[config.mk]
export PLATFORM = sky130hd
export DESIGN_NAME = lpc_ctrl
export DESIGN_NICKNAME = d
export VERILOG_FILES = /design/src/logic/lpc_pkg.sv /design/src/logic/lpc_ctrl.sv
export SDC_FILE = /design/constraint.sdc
export NUM_CORES = 1
export LEC_CHECK = 0
export BUFFER_PORTS_ARGS = -buffer_cell sky130_fd_sc_hd__buf_2
export CAP_MARGIN = 20
export CORE_UTILIZATION = 45
export CTS_CLUSTER_DIAMETER = 120
export DETAILED_ROUTE_END_ITERATION = 8
export PLACE_DENSITY = 0.82
export SYNTH_ARGS = -nofsm -noshare
export SYNTH_HDL_FRONTEND = slang
export SYNTH_SLANG_ARGS = --single-unit
[constraint.sdc]
create_clock -name sys_clk -period 1.6 [get_ports sys_clk]
set_input_delay 0.16 -clock sys_clk [delete_from_list [all_inputs] [get_ports sys_clk]]
set_output_delay 0.16 -clock sys_clk [all_outputs]
set_load 0.03 [all_outputs]
[src/logic/lpc_pkg.sv]
// package for the low-power clock and thermal trip controller
package lpc_pkg;

   // ---------------------------------------------------------------
   // timing and widths
   // ---------------------------------------------------------------
   localparam int            SG_ENTRY_CLOCKS = 20;     // bus clocks from ack response to stop-grant
   localparam int            CNT_W           = 5;
   localparam logic [CNT_W-1:0] SG_CNT_LAST  = CNT_W'(SG_ENTRY_CLOCKS - 1);
   localparam logic [CNT_W-1:0] CNT_ZERO     = 5'h00;
   localparam logic [CNT_W-1:0] CNT_ONE      = 5'h01;

   // ---------------------------------------------------------------
   // power state machine
   // ---------------------------------------------------------------
   typedef enum logic [2:0] {
      LPC_NORMAL   = 3'b000,   // executing
      LPC_HALT     = 3'b001,   // halt powerdown
      LPC_SG_ACK   = 3'b010,   // stop-grant ack issued, waiting for response
      LPC_SG_WAIT  = 3'b011,   // counting toward stop-grant
      LPC_STOPGNT  = 3'b100,   // stop-grant
      LPC_SLEEP    = 3'b101,   // sleep, only pll runs
      LPC_SMM      = 3'b110,   // system management state
      LPC_SHUTDOWN = 3'b111    // thermal shutdown
   } lpc_state_t;

endpackage

[src/logic/lpc_ctrl.sv]
// low-power clock gating and thermal trip controller
//
// Operation
// - stop-grant plus sleep request enters sleep, pll only
// - sleep blocks snoops and interrupts
// - sleep reacts only to reset, thermal trip or sleep release
// - sleep release returns to stop-grant, clocks restart
// - stop-clock issues ack, gates core clocks
// - stop-grant keeps bus and interrupt clocks
// - stop-clock release restarts clocks, resumes execution
// - bus clock untouched; stop-clock is asynchronous
// - management interrupt saves state, acks, runs handler
// - management interrupt at reset release tri-states outputs
// - thermal trip asserts flag, stops clocks, halts
// - trip flag latched until system reset
// - reset releases trip flag even when hot
// - after reset boot; persistent trip re-shuts down
// - stop-grant entered 20 clocks after ack response
// - sleep request accepted only in stop-grant
`timescale 1ns/1ps
module lpc_ctrl
   import lpc_pkg::*;
(
   // clock and reset
   input  wire logic sys_clk,
   input  wire logic rst_n,
   // asynchronous requests from the platform
   input  wire logic stop_clock_request_n,
   input  wire logic sleep_request_n,
   input  wire logic sys_mgmt_interrupt_n,
   // on-die events
   input  wire logic thermalTrip,      // sensor over temperature level
   input  wire logic haltInstr,        // core executed halt, pulse
   input  wire logic wakeEvent,        // interrupt or init wakes from halt
   input  wire logic smmReturn,        // management handler finished, pulse
   input  wire logic snoopReq,         // snoop seen on the bus
   input  wire logic intReq,           // interrupt request
   input  wire logic ackResponse,      // response phase of our special cycle
   // special bus cycles
   output logic      stopGrantAckReq,  // request stop-grant acknowledge cycle
   output logic      smiAckReq,        // request smi acknowledge cycle
   output logic      smmSaveState,     // pulse: save context
   output logic      bootStart,        // pulse: start at boot vector
   // clock gates
   output logic      coreClkEn,
   output logic      busClkEn,
   output logic      apicClkEn,
   output logic      pllEn,
   output logic      execEn,
   // snoop and interrupt acceptance
   output logic      snoopEn,
   output logic      intEn,
   // status
   output logic      inSmm,            // system_management_state
   output logic      outputsTristate,
   output logic      thermal_shutdown_flag_n
);

   // ---------------------------------------------------------------
   // synchronisers
   // ---------------------------------------------------------------
   logic [2:0] syncA_q;   // first stage, read only by second stage
   logic [2:0] syncB_q;   // second stage, active-high requests
   logic [2:0] rawReq;

   // invert at the pin so stages hold active-high requests
   assign rawReq = {~sys_mgmt_interrupt_n, ~sleep_request_n, ~stop_clock_request_n};

   // two flops per request; they run through reset, so the strap level on
   // the interrupt pin has reached the second stage by the release edge;
   // stop-clock never reaches the bus clock path
   always_ff @(posedge sys_clk) begin
      syncA_q <= rawReq;
      syncB_q <= syncA_q;
   end

   logic stopReq;
   logic sleepReq;
   logic smiReq;
   assign stopReq  = syncB_q[0];
   assign sleepReq = syncB_q[1];
   assign smiReq   = syncB_q[2];

   // ---------------------------------------------------------------
   // reset release capture
   // ---------------------------------------------------------------
   logic inReset_q;     // one while reset held, clears after release
   logic triState_q;    // tri-state option caught at release
   logic bootPulse_q;

   // sample smi request on the first edge after release; raw pin is
   // synchronised, so the strap is the synchronised level at release
   always_ff @(posedge sys_clk) begin
      if (!rst_n) begin
         inReset_q   <= 1'b1;
         triState_q  <= 1'b0;
         bootPulse_q <= 1'b0;
      end else begin
         inReset_q   <= 1'b0;
         bootPulse_q <= inReset_q;
         if (inReset_q) begin
            triState_q <= smiReq;
         end
      end
   end

   // ---------------------------------------------------------------
   // thermal trip latch
   // ---------------------------------------------------------------
   logic tripSync1_q;
   logic tripSync2_q;
   logic tripLatch_q;

   // trip level is analog-derived, so synchronise it too; the latch is
   // cleared only by reset, even with the die still hot
   always_ff @(posedge sys_clk) begin
      if (!rst_n) begin
         tripSync1_q <= 1'b0;
         tripSync2_q <= 1'b0;
         tripLatch_q <= 1'b0;
      end else begin
         tripSync1_q <= thermalTrip;
         tripSync2_q <= tripSync1_q;
         if (tripSync2_q) begin
            tripLatch_q <= 1'b1;
         end
      end
   end

   // ---------------------------------------------------------------
   // power state machine
   // ---------------------------------------------------------------
   lpc_state_t          state_q;
   lpc_state_t          state_d;
   lpc_state_t          resume_q;   // state to return to after smm
   lpc_state_t          resume_d;
   logic [CNT_W-1:0]    cnt_q;
   logic [CNT_W-1:0]    cnt_d;
   logic                smiPend_q;  // smi latched during stop-grant
   logic                smiPend_d;
   logic                smiPrev_q;
   logic                smiRise;

   assign smiRise = smiReq & ~smiPrev_q;

   // next-state logic; shutdown wins over everything but reset
   always_comb begin
      state_d   = state_q;
      resume_d  = resume_q;
      cnt_d     = cnt_q;
      smiPend_d = smiPend_q;
      unique case (state_q)
         LPC_NORMAL, LPC_HALT: begin
            // sleep request ignored here
            if (stopReq) begin
               state_d = LPC_SG_ACK;
            end else if (smiRise || smiPend_q) begin
               smiPend_d = 1'b0;
               resume_d  = state_q;
               state_d   = LPC_SMM;
            end else if (state_q == LPC_NORMAL && haltInstr) begin
               state_d = LPC_HALT;
            end else if (state_q == LPC_HALT && wakeEvent) begin
               state_d = LPC_NORMAL;
            end
         end
         LPC_SG_ACK: begin
            cnt_d = CNT_ZERO;
            if (ackResponse) begin
               state_d = LPC_SG_WAIT;
            end
         end
         LPC_SG_WAIT: begin
            // fixed count after the response phase
            if (cnt_q == SG_CNT_LAST) begin
               state_d = LPC_STOPGNT;
            end else begin
               cnt_d = cnt_q + CNT_ONE;
            end
         end
         LPC_STOPGNT: begin
            if (smiRise) begin
               smiPend_d = 1'b1;     // serviced once back in normal or halt
            end
            if (sleepReq) begin
               state_d = LPC_SLEEP;
            end else if (!stopReq) begin
               state_d = resume_q;
            end
         end
         LPC_SLEEP: begin
            // every input but sleep release and the thermal trip is ignored
            if (!sleepReq) begin
               state_d = LPC_STOPGNT;
            end
         end
         LPC_SMM: begin
            if (smmReturn) begin
               state_d = resume_q;
            end
         end
         LPC_SHUTDOWN: begin
            state_d = LPC_SHUTDOWN;
         end
      endcase
      // normal and halt return point for stop-grant exit
      if ((state_q == LPC_NORMAL || state_q == LPC_HALT) && stopReq) begin
         resume_d = state_q;
      end
      if (tripLatch_q) begin
         state_d = LPC_SHUTDOWN;
      end
   end

   // state registers; reset restarts execution in normal
   always_ff @(posedge sys_clk) begin
      if (!rst_n) begin
         state_q   <= LPC_NORMAL;
         resume_q  <= LPC_NORMAL;
         cnt_q     <= CNT_ZERO;
         smiPend_q <= 1'b0;
         // follow the pin during reset: a strap held across release
         // must not look like a fresh interrupt edge
         smiPrev_q <= smiReq;
      end else begin
         state_q   <= state_d;
         resume_q  <= resume_d;
         cnt_q     <= cnt_d;
         smiPend_q <= smiPend_d;
         smiPrev_q <= smiReq;
      end
   end

   // one-cycle marker of smm entry for save and acknowledge
   logic smiPrevEntry;
   logic inSmmPrev_q;
   always_ff @(posedge sys_clk) begin
      if (!rst_n) begin
         inSmmPrev_q <= 1'b0;
      end else begin
         inSmmPrev_q <= (state_q == LPC_SMM);
      end
   end
   assign smiPrevEntry = ~inSmmPrev_q;

   // ---------------------------------------------------------------
   // decoded outputs
   // ---------------------------------------------------------------
   logic gated;    // core clocks gated
   logic asleep;
   logic down;
   assign gated  = (state_q == LPC_STOPGNT) | (state_q == LPC_SLEEP) | (state_q == LPC_HALT);
   assign asleep = (state_q == LPC_SLEEP);
   // the latch stops clocks at once, one cycle before the state follows
   assign down   = (state_q == LPC_SHUTDOWN) | tripLatch_q;

   assign coreClkEn = ~gated & ~down;
   assign busClkEn  = ~asleep & ~down;
   assign apicClkEn = ~asleep & ~down;
   assign pllEn     = 1'b1;
   assign execEn    = ~gated & ~down & ~inReset_q;
   assign snoopEn   = ~asleep & ~down;
   assign intEn     = ~asleep & ~down;

   assign stopGrantAckReq = (state_q == LPC_SG_ACK);
   // ack goes out on entry even if the handler returns at once
   assign smiAckReq       = smmSaveState;
   assign smmSaveState    = (state_q == LPC_SMM) && (resume_q != LPC_SMM) && smiPrevEntry;
   assign inSmm           = (state_q == LPC_SMM);
   assign bootStart       = bootPulse_q;
   assign outputsTristate = triState_q;
   // driven low while latched; platform cuts power on it
   assign thermal_shutdown_flag_n = ~tripLatch_q;

endmodule

* Word-level counts from Yosys, hierarchy flattened
Cells that the tools add are included.
Word-level totals: register bits after elaboration 26
Cells by class: equality and inequality tests 20, bitwise gates (word level) 17, reductions and logical operators 17, multiplexer cells 23, add/subtract/negate cells 1
Operators with widths (count):
- 3-bit 2-to-1 mux | 15
- 3-bit one-hot mux with 7 select lines | 1
- 3-bit equality test (second input constant) | 4
- 1-bit NOT | 10
- 5-bit one-hot mux with 2 select lines | 1
- 3-bit != test (second input constant) | 3
- 2-bit != test (second input constant) | 4
- 2-bit nonzero test | 4
- 3-bit by 2-bit equality test with 1-bit output (second input constant) | 2
- 3-bit by 2-bit != test with 1-bit output (second input constant) | 2
- 6-bit != test (second input constant) | 1
- 6-bit AND reduction | 1
- 5-bit by 1-bit adder with 5-bit output (second input constant) | 1
- 5-bit equality test (second input constant) | 1
- 1-bit logical AND | 5
- 5-bit 2-to-1 mux | 1
- 1-bit AND | 4
- 1-bit 2-to-1 mux | 4
- 4-bit != test (second input constant) | 1
- 4-bit AND reduction | 1
- 3-bit by 1-bit equality test with 1-bit output (second input constant) | 1
- 3-bit zero test | 1
- 1-bit OR | 3
- 3-bit AND reduction | 1
- 5 further kinds | 6

* Logic depth before layout (Yosys ltp)
depth in word-level cells 8, depth in mapped cells 6, mapped depth without buffers 6

* Least setup slack after synthesis
OpenSTA, ideal clock, no wires.
kind register to output, from register state_q[2], to output smmSaveState, arrival time 1.886 ns, slack -0.446 ns, stages on the path, launching flop included 7, cells stage by stage dfxtp_1 -> clkbuf_8 -> nor2b_1 -> and2_1 -> o21ai_0 -> nor2_1 -> buf_4
Between the ends: longest elaborated chain between the ends 3
Ends and longest elaborated chain:
- from (decl) | RTL line lpc_ctrl.sv:133 | lpc_state_t state_q;
- from (signal assigned) | RTL line lpc_ctrl.sv:226 | state_q <= state_d;
- 3-bit equality test
- via inSmm | RTL line lpc_ctrl.sv:54 | output logic inSmm,
- 1-bit logical AND (2 in series) | RTL line lpc_ctrl.sv:268 | assign smmSaveState = (state_q == LPC_SMM) && (resume_q != LPC_SMM) && smiPrevEntry;
- to (decl) | RTL line lpc_ctrl.sv:42 | output logic smmSaveState,
The timed path passes the listed nets, and every way through them passes these cells.

* Worst setup path after layout
from register state_q[2], to output execEn
Between the ends: longest elaborated chain between the ends 6, elaborated cells between the ends (all ways) 11
Ends and longest elaborated chain:
- 3-bit equality test | RTL line lpc_ctrl.sv:252 | assign gated = (state_q == LPC_STOPGNT) | (state_q == LPC_SLEEP) | (state_q == LPC_HALT);
- 1-bit OR (2 in series) | RTL line lpc_ctrl.sv:252
- 1-bit NOT | RTL line lpc_ctrl.sv:261 | assign execEn = ~gated & ~down & ~inReset_q;
- 1-bit AND (*) (2 in series) | RTL line lpc_ctrl.sv:261
- to (decl) | RTL line lpc_ctrl.sv:49 | output logic execEn,
Every way passes the cells marked *; elsewhere a longest branch is shown, timed or not.

==> run_results.csv <==
group,metric,value,unit
detailed_routing,vias,1048,
timing,timing.final.crit_period,1.61,ns
floorplanning,core,2480,sq um
grt,grt_pass1_vias,971,
worst_setup_path,crit_required,1.44,ns
power_and_ir_drop,total_power,0.00223,W
clock_network,cts-root-buf,"clkbuf_4",
floorplanning,rows,18,
synthesis,yosysSeqAreaShare,0.437,
timing,drv_slew,0,
timing,fin_crit_sh,1.01,
detailed_routing,post_drt_wl_per_cell,12.6,um
cells_and_area,nNetsFinal,183,
power_and_ir_drop,seqPwrFrac,0.368,
timing,fin_ws,-0.0126,ns
synthesis,yosysUniqueCellTypes,41,
timing,setup_tns,-0.0126,ns
place,dpl_worst_slack,0.0153,ns
power_and_ir_drop,p_int,0.00138,W
power_and_ir_drop,peakVddDrop,0.931,mV
run_status,violations,"setup timing",
worst_setup_path,start_kind,"register",
worst_setup_path,worstSetupPathType,"reg -> out",
power_and_ir_drop,p_sw,0.000850,W
worst_setup_path,worstSetupEndpointType,"output pin",
cells_and_area,areaGrowthSynthToFinish,32.1,%
clock_network,cts_made_buffers,3,
detailed_routing,drc_errors,0,
place,dp.cells,187,
timing,clock.fmax,620,MHz
timing,finalSetupViolCount,1,
synthesis,synth_nets,145,
floorplanning,die_x,53.4,um
power_and_ir_drop,p_clk_frac,0.118,
grt,grt_max_degree,16,
floorplanning,start_util,0.480,
detailed_routing,ant_nets,0,
place,hpwlAfterDp,1770,um
grt,antenna_found_initial,0,
hold_path,holdCritPathClass,"in -> reg",
detailed_routing,first_pass_iters,4,
cells_and_area,diodes,0,
grt,grt_pass1_wl,3880,um
floorplanning,ios,26,
timing,worst_hold_slack,0.0571,ns
detailed_routing,drt_iter0_markers,24,
timing,final-hold-violation-count,0,
detailed_routing,vias_per_cell,5.29,
place,port_buffers,22,
worst_setup_path,critPathMaxFanout,6,
floorplanning,die_height,53.4,um
run_status,status,"finished with violations",
floorplanning,dieArea,2850,sq um
synthesis,synth-edff-count,0,
synthesis,syn-cell-area,1190,sq um
timing,skew,0.0108,ns
synthesis,yosysWarningCount,0,
synthesis,synth_seq_cells,26,
synthesis,synthCells,132,
synthesis,syn_area_per_cell,9.01,sq um
clock_network,cts_tree,"yes",
timing,rsz0062_at_grt,"yes",
clock_network,cts_sinks,26,
grt,gr-total-overflow,0,
clock_network,clk_pin_slew_worst_paths,0.12,ns
flow_run,drv_cap,0,
power_and_ir_drop,p_comb_frac,0.514,
place,globalplace.congestion,0.845,
power_and_ir_drop,p_sw_frac,0.382,
synthesis,synth-async-reset-ratio,0,
worst_setup_path,arrival,1.45,ns
power_and_ir_drop,total_leakage_power,0.680,nW
power_and_ir_drop,powerDensity,1420,nW/um^2
grt,grtUsageTotal,0.187,
clock_network,htree_num_levels,1,
cells_and_area,drive_above_1_share,0.411,
clock_network,clk_latency,0.31,ns
clock_network,clk_path_buf_depth,2,
detailed_routing,drt_wl_total,2490,um
synthesis,ys.flop_type,"dfxtp_1",
cells_and_area,fin_cells,198,
worst paths after layout:
| kind | start | slack, ns | cells past startpoint | end |
|---|---|---|---|---|
| worst max-delay path | state_q[2]$_SDFFE_PN0P_ | -0.01 | 5 | execEn |
| worst min-delay path | thermalTrip | 0.06 | 2 | tripSync1_q$_SDFF_PN0_ |
| worst max register to register | state_q[2]$_SDFFE_PN0P_ | 0.02 | 6 | state_q[1]$_SDFFE_PN0P_ |
| worst min register to register | syncA_q[1]$_DFF_P_ | 0.34 | 0 | syncB_q[1]$_DFF_P_ |
layout make-up:
| class | instances | area, sq um |
|---|---|---|
| multi-input combinational | 89 | 646 |
| tap | 30 | 37.5 |
| clock buffer | 3 | 22.5 |
| inverter | 7 | 26.3 |
| sequential | 26 | 534 |
| fill | 202 | 906 |
| timing repair buffer | 43 | 305 |
layer usage:
layer	part of all wire	up-vias	GRT usage
met5	0	-	0
li1	-	523	-
met1	0.46	503	0.218
met2	0.50	17	0.329
met3	0.030	5	0.0316
met4	0.012	0	0.0833
power groups by stage:
stage	Combinational, W	Clock, W	Sequential (W)
after global routing	0.00124	0.000297	0.000833
final	0.00114	0.000263	0.000820
after CTS	0.00102	0.000277	0.000808
after floorplan	0.000717	0	0.000776
after detailed placement	0.000870	0	0.000814
after global placement	0.000855	0	0.000812
metrics by stage:
stage          utilization  instance area (sq um)
2_1_floorplan            -                   1200
3_3_place_gp         0.548                   1360
3_5_place_dp         0.548                   1360
4_1_cts              0.606                   1500
5_1_grt              0.634                   1570
6_report             0.634                   1570
cells by family (layout without fill, tap and decap cells):
group,Yosys count,in the layout,synth area share
DFF,26,26,0.437
muxes,4,4,0.0337
and+or+nand+nor,52,52,0.244
adders and majority gates,1,1,0.0105
buffers and inverters,17,53,0.0988
xor gates and xnor gates,2,2,0.0147
other,1,1,0.00315
AOI/OAI and AO/OA,29,29,0.158
worst max-delay path: stages, from the launching register on:
cell     delay (ns)
dfxtp_4        0.39
buf_6          0.12
a21o_1         0.18
a21oi_2        0.17
nor2b_4        0.17
buf_6          0.13
cells in the mapped netlist, drive strengths merged, types with 3 or more instances:
library cell   n  area (sq um)
dfxtp         26           521
nor2          16          60.1
nand2          9          33.8
o21ai          9          45.0
a21oi          7          35.0
buf            7          60.1
inv            6          22.5
and2           5          31.3
nor2b          5          31.3
and3           4          26.3
mux2i          4          40.0
clkbuf         3          31.3
nand2b         3          18.8
registers in the layout (all words and copies together) (netlist names), 3 cells and up:
| register | flops |
|---|---|
| resume_q | 3 |
| cnt_q | 5 |
| state_q | 3 |
| syncB_q | 3 |
| syncA_q | 3 |
repair_timing:
item	4_1_cts	5_1_grt
resized for setup	19	14
pin swaps	3	9
setup buffers	4	1
endpoints found under the hold margin	3	0
hold buffers	3	0
endpoints found under the setup margin	5	8
cell usage in the layout, fill, tap and decap left out, types with 2 or more instances in the layout:
| cell type | synthesis | final |
|---|---|---|
| inv_1 | 6 | 5 |
| buf_2 | 0 | 19 |
| nor2b_4 | 0 | 2 |
| xor2_1 | 2 | 2 |
| nor2_1 | 16 | 15 |
| mux2i_1 | 4 | 4 |
| and2_1 | 5 | 4 |
| nand4_1 | 2 | 2 |
| dlygate4sd3_1 | 0 | 3 |
| buf_6 | 2 | 6 |
| nor2b_1 | 5 | 2 |
| dfxtp_1 | 26 | 21 |
| a21oi_1 | 7 | 6 |
| nand2_1 | 9 | 9 |
| nand2b_1 | 3 | 2 |
| dfxtp_2 | 0 | 2 |
| o21ai_0 | 9 | 7 |
| clkbuf_4 | 0 | 3 |
| dfxtp_4 | 0 | 3 |
| buf_4 | 5 | 15 |
| and3_1 | 3 | 3 |
No activity file was read; power rests on OpenSTA's default activity.
